$ cat config.mk
export PLATFORM = sky130hd
export DESIGN_NAME = gcu_capcom
export DESIGN_NICKNAME = d
export VERILOG_FILES = /design/src/pkg/gcu_pkg.sv /design/src/rtl/gcu_pin_sync.sv /design/src/rtl/gcu_capcom.sv
export SDC_FILE = /design/constraint.sdc
export NUM_CORES = 2
export LEC_CHECK = 0
export BUFFER_PORTS_ARGS = -buffer_cell sky130_fd_sc_hd__buf_2
export CAP_MARGIN = 20
export CORE_MARGIN = 4
export CORE_UTILIZATION = 65
export CTS_BUF_LIST = sky130_fd_sc_hd__clkbuf_8
export CTS_CLUSTER_SIZE = 16
export DETAILED_ROUTE_END_ITERATION = 16
export PLACE_DENSITY = 0.95
export SYNTH_ARGS = -nofsm -noshare
export SYNTH_HDL_FRONTEND = slang
export SYNTH_HIERARCHICAL = 1
export SYNTH_SLANG_ARGS = --single-unit
$ cat constraint.sdc
create_clock -name clk_sys -period 7.7 [get_ports clk_sys]
set_input_delay 1.155 -clock clk_sys [delete_from_list [all_inputs] [get_ports clk_sys]]
set_output_delay 1.155 -clock clk_sys [all_outputs]
set_load 0.005 [all_outputs]
$ cat src/pkg/gcu_pkg.sv
// Shared constants, types and register map of the general capture/compare unit
package gcu_pkg;
    // ------------------------------------------------------------
    // Sizes
    // ------------------------------------------------------------
    localparam int GCU_CHANNELS = 16;
    localparam int GCU_TMR_W = 16;
    localparam int GCU_ADDR_W = 8;
    localparam int GCU_DATA_W = 32;
    localparam int GCU_CTRL_W = 8;
    // ------------------------------------------------------------
    // Register map (byte addresses)
    // ------------------------------------------------------------
    localparam logic [1:0] GCU_RGN_CTRL = 2'h0;
    localparam logic [1:0] GCU_RGN_VALUE = 2'h1;
    localparam logic [GCU_ADDR_W-1:0] GCU_PIN_OFF = 8'h80;
    localparam int GCU_RGN_MSB = 7;
    localparam int GCU_RGN_LSB = 6;
    localparam int GCU_IDX_MSB = 5;
    localparam int GCU_IDX_LSB = 2;
    // ------------------------------------------------------------
    // Bus answers
    // ------------------------------------------------------------
    localparam logic [1:0] GCU_RESP_OKAY = 2'h0;
    localparam logic [1:0] GCU_RESP_SLVERR = 2'h2;
    // ------------------------------------------------------------
    // Channel control word
    // ------------------------------------------------------------
    typedef enum logic [2:0] {
        GCU_MODE_OFF,
        GCU_MODE_CAPTURE,
        GCU_MODE_CMP_IRQ,
        GCU_MODE_CMP_SETCLR,
        GCU_MODE_DOUBLE
    } gcu_mode_e;
    typedef struct packed {
        logic done;
        logic single;
        logic tsel;
        logic [1:0] edge_sel;
        gcu_mode_e mode;
    } gcu_ctrl_s;
    localparam logic [GCU_CTRL_W-1:0] GCU_CTRL_WMASK = 8'h7F;
    localparam int GCU_EDGE_RISE_BIT = 0;
    localparam int GCU_EDGE_FALL_BIT = 1;
    // ------------------------------------------------------------
    // Timer carrier and module state
    // ------------------------------------------------------------
    typedef struct packed {
        logic [GCU_TMR_W-1:0] count;
        logic upd;
        logic ovf;
    } gcu_timer_s;
    typedef struct packed {
        logic aw_got;
        logic w_got;
        logic bvalid;
        logic [1:0] bresp;
        logic rvalid;
        logic [1:0] rresp;
        logic [GCU_DATA_W-1:0] rdata;
        logic [GCU_ADDR_W-1:0] awaddr;
        logic [GCU_DATA_W-1:0] wdata;
        logic [3:0] wstrb;
        gcu_ctrl_s [GCU_CHANNELS-1:0] ctrl;
        logic [GCU_CHANNELS-1:0][GCU_TMR_W-1:0] value;
        logic [GCU_CHANNELS-1:0] fired;
        logic [GCU_CHANNELS-1:0] pin;
        logic [GCU_CHANNELS-1:0] irq;
    } gcu_state_s;
    typedef struct packed {
        logic [GCU_CHANNELS-1:0] s1;
        logic [GCU_CHANNELS-1:0] s2;
        logic [GCU_CHANNELS-1:0] s3;
        logic [GCU_CHANNELS-1:0] rise;
        logic [GCU_CHANNELS-1:0] fall;
    } gcu_sync_s;
endpackage : gcu_pkg

$ cat src/rtl/gcu_pin_sync.sv
// Pin synchroniser and edge detector for the capture inputs
`timescale 1ns/10ps
module gcu_pin_sync (
    input wire logic clk_sys,
    input wire logic rst,
    input wire logic [gcu_pkg::GCU_CHANNELS-1:0] pin_in,
    output logic [gcu_pkg::GCU_CHANNELS-1:0] rise,
    output logic [gcu_pkg::GCU_CHANNELS-1:0] fall
);
    gcu_pkg::gcu_sync_s st_reg;
    gcu_pkg::gcu_sync_s st_next;

    // ------------------------------------------------------------
    // Two flops, then edge compare on settled stages only
    // ------------------------------------------------------------
    always_comb begin
        st_next = st_reg;
        st_next.s1 = pin_in;
        st_next.s2 = st_reg.s1;
        st_next.s3 = st_reg.s2;
        st_next.rise = st_reg.s2 & ~st_reg.s3;
        st_next.fall = ~st_reg.s2 & st_reg.s3;
    end

    always_ff @(posedge clk_sys) begin
        if (rst) begin
            st_reg <= '0;
        end else begin
            st_reg <= st_next;
        end
    end

    assign rise = st_reg.rise;
    assign fall = st_reg.fall;

    single_rise_a: assert property (@(posedge clk_sys) disable iff (rst) rise[0] |=> !rise[0])
        else $error("one transition gave two rising events");
endmodule : gcu_pin_sync

$ cat src/rtl/gcu_capcom.sv
// Sixteen-channel capture/compare unit with AXI4-Lite register access
`timescale 1ns/10ps
module gcu_capcom (
    input wire logic clk_sys,
    input wire logic rst,
    input wire logic [gcu_pkg::GCU_ADDR_W-1:0] s_axi_awaddr,
    input wire logic s_axi_awvalid,
    output logic s_axi_awready,
    input wire logic [gcu_pkg::GCU_DATA_W-1:0] s_axi_wdata,
    input wire logic [3:0] s_axi_wstrb,
    input wire logic s_axi_wvalid,
    output logic s_axi_wready,
    output logic [1:0] s_axi_bresp,
    output logic s_axi_bvalid,
    input wire logic s_axi_bready,
    input wire logic [gcu_pkg::GCU_ADDR_W-1:0] s_axi_araddr,
    input wire logic s_axi_arvalid,
    output logic s_axi_arready,
    output logic [gcu_pkg::GCU_DATA_W-1:0] s_axi_rdata,
    output logic [1:0] s_axi_rresp,
    output logic s_axi_rvalid,
    input wire logic s_axi_rready,
    input wire gcu_pkg::gcu_timer_s tmr_a,
    input wire gcu_pkg::gcu_timer_s tmr_b,
    input wire logic [gcu_pkg::GCU_CHANNELS-1:0] pin_in,
    output logic [gcu_pkg::GCU_CHANNELS-1:0] pin_out,
    output logic [gcu_pkg::GCU_CHANNELS-1:0] pin_oe,
    output logic [gcu_pkg::GCU_CHANNELS-1:0] chan_irq
);
    gcu_pkg::gcu_state_s st_reg;
    gcu_pkg::gcu_state_s st_next;
    logic [gcu_pkg::GCU_CHANNELS-1:0] rise;
    logic [gcu_pkg::GCU_CHANNELS-1:0] fall;
    logic [gcu_pkg::GCU_CHANNELS-1:0] hit;
    logic [gcu_pkg::GCU_CHANNELS-1:0] ovf;
    logic [gcu_pkg::GCU_CHANNELS-1:0] capt;
    logic [gcu_pkg::GCU_CHANNELS-1:0] wr_ctrl;
    logic [gcu_pkg::GCU_TMR_W-1:0] cur_cnt [gcu_pkg::GCU_CHANNELS];
    logic wr_go;

    // ------------------------------------------------------------
    // Byte-lane merge
    // ------------------------------------------------------------
    function automatic logic [31:0] lane_merge(input logic [31:0] old, input logic [31:0] data,
                                               input logic [3:0] strb);
        logic [31:0] res;
        res = old;
        for (int b = 0; b < 4; b++) begin
            if (strb[b]) begin
                res[b*8 +: 8] = data[b*8 +: 8];
            end
        end
        return res;
    endfunction : lane_merge

    gcu_pin_sync u_sync (
        .clk_sys(clk_sys),
        .rst(rst),
        .pin_in(pin_in),
        .rise(rise),
        .fall(fall)
    );

    assign s_axi_awready = !st_reg.aw_got && !st_reg.bvalid;
    assign s_axi_wready = !st_reg.w_got && !st_reg.bvalid;
    assign s_axi_arready = !st_reg.rvalid;
    assign wr_go = st_reg.aw_got && st_reg.w_got && !st_reg.bvalid;

    // ------------------------------------------------------------
    // Next state
    // ------------------------------------------------------------
    always_comb begin
        logic [1:0] rgn;
        logic [3:0] idx;
        logic [31:0] merged;
        int pr;
        rgn = st_reg.awaddr[gcu_pkg::GCU_RGN_MSB:gcu_pkg::GCU_RGN_LSB];
        idx = st_reg.awaddr[gcu_pkg::GCU_IDX_MSB:gcu_pkg::GCU_IDX_LSB];
        merged = '0;
        pr = 0;
        st_next = st_reg;
        st_next.irq = '0;
        if (s_axi_awvalid && s_axi_awready) begin
            st_next.aw_got = 1'b1;
            st_next.awaddr = s_axi_awaddr;
        end
        if (s_axi_wvalid && s_axi_wready) begin
            st_next.w_got = 1'b1;
            st_next.wdata = s_axi_wdata;
            st_next.wstrb = s_axi_wstrb;
        end
        if (wr_go) begin
            st_next.aw_got = 1'b0;
            st_next.w_got = 1'b0;
            st_next.bvalid = 1'b1;
            st_next.bresp = (rgn == gcu_pkg::GCU_RGN_CTRL || rgn == gcu_pkg::GCU_RGN_VALUE) ?
                            gcu_pkg::GCU_RESP_OKAY : gcu_pkg::GCU_RESP_SLVERR;
        end
        if (st_reg.bvalid && s_axi_bready) begin
            st_next.bvalid = 1'b0;
        end
        if (s_axi_arvalid && s_axi_arready) begin
            st_next.rvalid = 1'b1;
            st_next.rresp = gcu_pkg::GCU_RESP_OKAY;
            st_next.rdata = '0;
            if (s_axi_araddr[gcu_pkg::GCU_RGN_MSB:gcu_pkg::GCU_RGN_LSB] == gcu_pkg::GCU_RGN_CTRL) begin
                st_next.rdata[gcu_pkg::GCU_CTRL_W-1:0] =
                    st_reg.ctrl[s_axi_araddr[gcu_pkg::GCU_IDX_MSB:gcu_pkg::GCU_IDX_LSB]];
            end else if (s_axi_araddr[gcu_pkg::GCU_RGN_MSB:gcu_pkg::GCU_RGN_LSB] == gcu_pkg::GCU_RGN_VALUE) begin
                st_next.rdata[gcu_pkg::GCU_TMR_W-1:0] =
                    st_reg.value[s_axi_araddr[gcu_pkg::GCU_IDX_MSB:gcu_pkg::GCU_IDX_LSB]];
            end else if (s_axi_araddr == gcu_pkg::GCU_PIN_OFF) begin
                st_next.rdata[gcu_pkg::GCU_CHANNELS-1:0] = st_reg.pin;
            end else begin
                st_next.rresp = gcu_pkg::GCU_RESP_SLVERR;
            end
        end
        if (st_reg.rvalid && s_axi_rready) begin
            st_next.rvalid = 1'b0;
        end
        for (int i = 0; i < gcu_pkg::GCU_CHANNELS; i++) begin
            cur_cnt[i] = st_reg.ctrl[i].tsel ? tmr_b.count : tmr_a.count;
            ovf[i] = st_reg.ctrl[i].tsel ? tmr_b.ovf : tmr_a.ovf;
            hit[i] = (st_reg.ctrl[i].tsel ? tmr_b.upd : tmr_a.upd) && cur_cnt[i] == st_reg.value[i];
            capt[i] = (st_reg.ctrl[i].edge_sel[gcu_pkg::GCU_EDGE_RISE_BIT] && rise[i]) ||
                      (st_reg.ctrl[i].edge_sel[gcu_pkg::GCU_EDGE_FALL_BIT] && fall[i]);
            wr_ctrl[i] = wr_go && rgn == gcu_pkg::GCU_RGN_CTRL && idx == 4'(i);
            // Software writes first, so a same-cycle hardware event wins
            if (wr_ctrl[i]) begin
                merged = lane_merge(32'(st_reg.ctrl[i]), st_reg.wdata, st_reg.wstrb);
                st_next.ctrl[i] = merged[gcu_pkg::GCU_CTRL_W-1:0] & gcu_pkg::GCU_CTRL_WMASK;
                st_next.fired[i] = 1'b0;
            end
            if (wr_go && rgn == gcu_pkg::GCU_RGN_VALUE && idx == 4'(i)) begin
                merged = lane_merge(32'(st_reg.value[i]), st_reg.wdata, st_reg.wstrb);
                st_next.value[i] = merged[gcu_pkg::GCU_TMR_W-1:0];
            end
            pr = i & ~1;
            unique case (st_reg.ctrl[i].mode)
                gcu_pkg::GCU_MODE_OFF: begin
                end
                gcu_pkg::GCU_MODE_CAPTURE: begin
                    if (capt[i]) begin
                        st_next.value[i] = cur_cnt[i];
                        st_next.irq[i] = 1'b1;
                    end
                end
                gcu_pkg::GCU_MODE_CMP_IRQ: begin
                    if (ovf[i]) begin
                        st_next.fired[i] = 1'b0;
                    end
                    if (hit[i] && !st_reg.fired[i] && !st_reg.ctrl[i].done) begin
                        st_next.irq[i] = 1'b1;
                        st_next.fired[i] = 1'b1;
                        st_next.ctrl[i].done = st_reg.ctrl[i].single;
                    end
                end
                gcu_pkg::GCU_MODE_CMP_SETCLR: begin
                    if (ovf[i]) begin
                        st_next.pin[i] = 1'b0;
                        st_next.fired[i] = 1'b0;
                        if (st_reg.pin[i] && st_reg.ctrl[i].single) begin
                            st_next.ctrl[i].done = 1'b1;
                        end
                    end
                    if (hit[i] && !st_reg.fired[i] && !st_reg.ctrl[i].done) begin
                        st_next.pin[i] = 1'b1;
                        st_next.irq[i] = 1'b1;
                        st_next.fired[i] = 1'b1;
                    end
                end
                gcu_pkg::GCU_MODE_DOUBLE: begin
                    // Two matches in one cycle cancel: net toggle is zero
                    if (hit[i] && !st_reg.ctrl[i].done) begin
                        st_next.pin[pr] = st_next.pin[pr] ^ 1'b1;
                        st_next.irq[i] = 1'b1;
                        st_next.ctrl[i].done = st_reg.ctrl[i].single;
                    end
                end
                default: begin
                end
            endcase
        end
    end

    always_ff @(posedge clk_sys) begin
        if (rst) begin
            st_reg <= '0;
        end else begin
            st_reg <= st_next;
        end
    end

    // ------------------------------------------------------------
    // Outputs
    // ------------------------------------------------------------
    always_comb begin
        for (int i = 0; i < gcu_pkg::GCU_CHANNELS; i++) begin
            pin_oe[i] = st_reg.ctrl[i].mode == gcu_pkg::GCU_MODE_CMP_SETCLR ||
                        (st_reg.ctrl[i].mode == gcu_pkg::GCU_MODE_DOUBLE && (i % 2) == 0);
        end
    end
    assign pin_out = st_reg.pin;
    assign chan_irq = st_reg.irq;
    assign s_axi_bvalid = st_reg.bvalid;
    assign s_axi_bresp = st_reg.bresp;
    assign s_axi_rvalid = st_reg.rvalid;
    assign s_axi_rresp = st_reg.rresp;
    assign s_axi_rdata = st_reg.rdata;

    // ------------------------------------------------------------
    // Checks
    // ------------------------------------------------------------
    cap_value_a: assert property (@(posedge clk_sys) disable iff (rst)
        st_reg.ctrl[3].mode == gcu_pkg::GCU_MODE_CAPTURE && capt[3] |=> st_reg.value[3] == $past(cur_cnt[3]))
        else $error("capture did not latch the timer");
    cap_irq_a: assert property (@(posedge clk_sys) disable iff (rst)
        st_reg.ctrl[3].mode == gcu_pkg::GCU_MODE_CAPTURE && capt[3] |=> chan_irq[3])
        else $error("capture without interrupt");
    edge_select_a: assert property (@(posedge clk_sys) disable iff (rst)
        st_reg.ctrl[3].mode == gcu_pkg::GCU_MODE_CAPTURE && st_reg.ctrl[3].edge_sel == 2'h1 && fall[3]
        && !rise[3] && !wr_ctrl[3] |=> !chan_irq[3] && $stable(st_reg.value[3]))
        else $error("falling edge captured on rising selection");
    cmp_match_a: assert property (@(posedge clk_sys) disable iff (rst)
        st_reg.ctrl[5].mode == gcu_pkg::GCU_MODE_CMP_IRQ && hit[5] && !st_reg.fired[5]
        && !st_reg.ctrl[5].done |=> chan_irq[5] ##1 !chan_irq[5])
        else $error("compare match without action");
    irq_once_a: assert property (@(posedge clk_sys) disable iff (rst)
        st_reg.ctrl[5].mode == gcu_pkg::GCU_MODE_CMP_IRQ && st_reg.fired[5] && !ovf[5]
        && !wr_ctrl[5] |=> !chan_irq[5])
        else $error("second compare interrupt in one period");
    irq_pin_a: assert property (@(posedge clk_sys) disable iff (rst)
        st_reg.ctrl[5].mode == gcu_pkg::GCU_MODE_CMP_IRQ |-> !pin_oe[5])
        else $error("interrupt-only mode drives pin");
    setclr_set_a: assert property (@(posedge clk_sys) disable iff (rst)
        st_reg.ctrl[6].mode == gcu_pkg::GCU_MODE_CMP_SETCLR && hit[6] && !st_reg.fired[6]
        && !st_reg.ctrl[6].done |=> pin_out[6] && pin_oe[6])
        else $error("match did not set pin");
    setclr_clr_a: assert property (@(posedge clk_sys) disable iff (rst)
        st_reg.ctrl[6].mode == gcu_pkg::GCU_MODE_CMP_SETCLR && ovf[6] && !hit[6] |=> !pin_out[6])
        else $error("overflow did not clear pin");
    double_tog_a: assert property (@(posedge clk_sys) disable iff (rst)
        st_reg.ctrl[8].mode == gcu_pkg::GCU_MODE_DOUBLE && st_reg.ctrl[9].mode == gcu_pkg::GCU_MODE_DOUBLE
        && hit[9] && !hit[8] && !st_reg.ctrl[9].done |=> pin_out[8] != $past(pin_out[8]))
        else $error("odd register match did not toggle pair pin");
    single_stop_a: assert property (@(posedge clk_sys) disable iff (rst)
        st_reg.ctrl[10].mode == gcu_pkg::GCU_MODE_CMP_IRQ && st_reg.ctrl[10].done && !wr_ctrl[10]
        |=> $stable(pin_out[10]) && !chan_irq[10])
        else $error("action after single event finished");
endmodule : gcu_capcom

==> impl_metrics.json <==
{
  "status": "completed",
  "dp.cells": 4386,
  "period_share": 0.474,
  "avgSynthCellArea_sq_um": 8.84,
  "ctsResizeCount": 0,
  "final_common_cell": "dfxtp_1",
  "powerDensity_nw_per_um2": 170,
  "startpoint": "s_axi_araddr[2]",
  "fmax_mhz": 274,
  "largest_reg_flops": 426,
  "area.growth.synth_to_final_pct": 6.02,
  "reg2reg_from": "st_reg[421]",
  "synth_flop_cell": "dfxtp_1",
  "leakagePower_uw": 0.0128,
  "critPathLaunchType": "primary input",
  "ys_seq_elements": 558,
  "setup_tns_ns": 0,
  "gp_congestion": 1.02,
  "worstSkewPairLatency_ns": 0.74,
  "max_slew_margin": 0.0678,
  "num_io_pins": 200,
  "final_nets": 3917,
  "syn_inst": 3878,
  "synth-edff-count": 0,
  "grt_max_degree": 186,
  "routed_wl_um": 117000,
  "cap_violations": 0,
  "cp-endpoint": "s_axi_rdata[3]",
  "yosysSeqAreaShare": 0.326,
  "cts_buffers": 92,
  "cts_tree": "built",
  "die_area_sq_um": 56500,
  "dr.pass1.iters": 8,
  "cp_slowest_stage_delay_ns": 0.76,
  "core.rowCount": 83,
  "layout_common_cells": "dfxtp_1 (556), nor2_1 (444), a21oi_1 (395), nand2_1 (393), mux2i_1 (344)",
  "finClkSkew_ns": 0.0372,
  "pre_cts_slack_ns": 3.30,
  "ant_nets": 0,
  "grt_pass1_wl_um": 173000,
  "finalMaxSlewViolations": 0,
  "ys_types": 68,
  "dpl.hpwl_um": 78100,
  "r2r_setup_slack_ns": 4.07,
  "io_buffers": 161,
  "cts_max_level": 3,
  "chipHeight_um": 238,
  "cp.required_ns": 8.27,
  "drt_iter0_drc": 5802,
  "path_buf_inv": 2,
  "rsz0062_at_grt": "false",
  "cts_setup_buffers": 0,
  "holdWs_ns": 0.402,
  "ir_drop_mv": 0.121,
  "cts_hold_buf": 0,
  "ys_warn_count": 6,
  "die_x_um": 238,
  "via_per_inst": 7.01,
  "min_path_type": "reg2reg",
  "first_global_vias": 30000,
  "synthArstFlopShare": 0,
  "track_usage": 0.391,
  "fin_crit_ns": 3.65,
  "drive_above_1_share": 0.221,
  "final_cells": 4557,
  "overflow": 0,
  "vias": 31900,
  "synth_area_sq_um": 34300,
  "path_cells": "buf_6, buf_4, mux4_2, mux2_2, o21ai_0, o21ai_0, o311ai_1, a21oi_1",
  "worstMarginPinSlew_ns": 1.39,
  "worst-path-max-fanout": 62,
  "antenna_found_initial": 11,
  "drt-wirelength-per-cell_um": 25.7,
  "path_class": "in2reg",
  "cp_slowest_cell": "buf_4",
  "start_util": 0.663,
  "cp_top_family": "buffers and inverters",
  "clk_pin_slew_ns": 0.06,
  "setup_viol": 0,
  "clockBufferDepth": 3,
  "cp_num_cells": 8,
  "crit_path_end_kind": "flip-flop",
  "reg2reg_depth": 7,
  "drc": 0,
  "r2r_end": "pin_out[14]",
  "holdPathStages": 1,
  "cts-root-buf": "clkbuf_8",
  "arrival_ns": 4.22,
  "cpMostUsedCell": "o21ai_0",
  "fp.coreArea_sq_um": 51700,
  "total_power_uw": 6170,
  "finalHoldViolCount": 0,
  "clock_sinks": 558,
  "post-route-worst-setup-slack_ns": 4.05
}
## worst min-delay path by stage
stage | start | endpoint | slack, ns
global route | u_sync/st_reg[35] | u_sync/rise[3] | 0.42
global placement | u_sync/st_reg[38] | u_sync/rise[6] | 0.40
finish | u_sync/st_reg[35] | u_sync/rise[3] | 0.40
detailed placement | u_sync/st_reg[37] | u_sync/rise[5] | 0.41
CTS | u_sync/st_reg[35] | u_sync/rise[3] | 0.40
floorplan | u_sync/st_reg[47] | u_sync/rise[15] | 0.40
## routing by layer
| metal | track usage | vias up | share of wire | wire [um] |
|---|---|---|---|---|
| li1 | - | 13300 | - | - |
| met1 | 0.464 | 14700 | 0.32 | 37900 |
| met2 | 0.591 | 2978 | 0.43 | 49900 |
| met3 | 0.122 | 871 | 0.15 | 17600 |
| met4 | 0.305 | 8 | 0.10 | 11800 |
| met5 | 0 | - | 0.00055 | 64 |
## logic make-up (layout without fill, tap and decap cells)
kind of cell    count (synthesis)  after routing  synth area share
simple gates                 1344           1344             0.192
mux                           713            713             0.261
compound gates                581            581            0.0955
flops                         558            558             0.326
buf+inv                       425            400            0.0601
xor+xnor                      256            256            0.0654
other cells                     1             25          0.000109
## cell usage after synthesis, types with 4 or more instances
library cell | count | area, sq um
nand3_1 | 58 | 290
a311oi_1 | 17 | 149
o211ai_1 | 7 | 52.6
and2_1 | 7 | 43.8
or4_1 | 20 | 150
dfxtp_1 | 558 | 11200
or3_1 | 9 | 56.3
nor3b_1 | 6 | 45.0
nand3b_1 | 13 | 97.6
a21oi_1 | 395 | 1980
xor2_1 | 19 | 166
or2_2 | 105 | 657
nor3b_2 | 32 | 400
nor4_2 | 9 | 113
and4_1 | 19 | 166
a31oi_1 | 11 | 68.8
o21ai_0 | 59 | 295
nand2_1 | 393 | 1480
nor4_1 | 53 | 332
a32o_1 | 6 | 60.1
a21o_1 | 9 | 67.6
nand2b_1 | 19 | 119
a22oi_1 | 25 | 188
inv_1 | 30 | 113
and3_1 | 12 | 75.1
or2_0 | 9 | 56.3
nor3_1 | 35 | 175
mux2_2 | 246 | 2770
clkbuf_1 | 239 | 897
nand4b_1 | 4 | 35.0
xnor2_1 | 237 | 2080
a221oi_1 | 11 | 96.3
buf_1 | 19 | 71.3
nor2b_1 | 61 | 382
or2_1 | 11 | 68.8
nor2_1 | 444 | 1670
mux4_2 | 118 | 2660
buf_4 | 103 | 773
mux2i_1 | 344 | 3440
nand4_1 | 16 | 100
buf_2 | 27 | 135
a22o_1 | 8 | 70.1
buf_6 | 6 | 67.6
o21ai_1 | 6 | 30.0
## final cells by class
class	count	area (sq um)
tap	680	851
sequential	558	11200
inverter	31	116
fill	3454	15400
timing repair buffer	211	1270
antenna	7	17.5
clock buffer	115	1580
multi-input combinational	2912	21100
clock inverter	43	216
## through the flow
stage	utilization	area, sq um
2_1_floorplan	-	34300
3_3_place_gp	0.665	34400
3_5_place_dp	0.665	34400
4_1_cts	0.700	36200
5_1_grt	0.703	36300
6_report	0.703	36300
## where the power goes
group	switching, uW	internal (uW)	total [uW]
clock	1270	1370	2640
sequential	57.7	2920	2980
combinational	385	162	546
total	1720	4450	6170
Note: power is estimated with default switching activity, not from simulation.
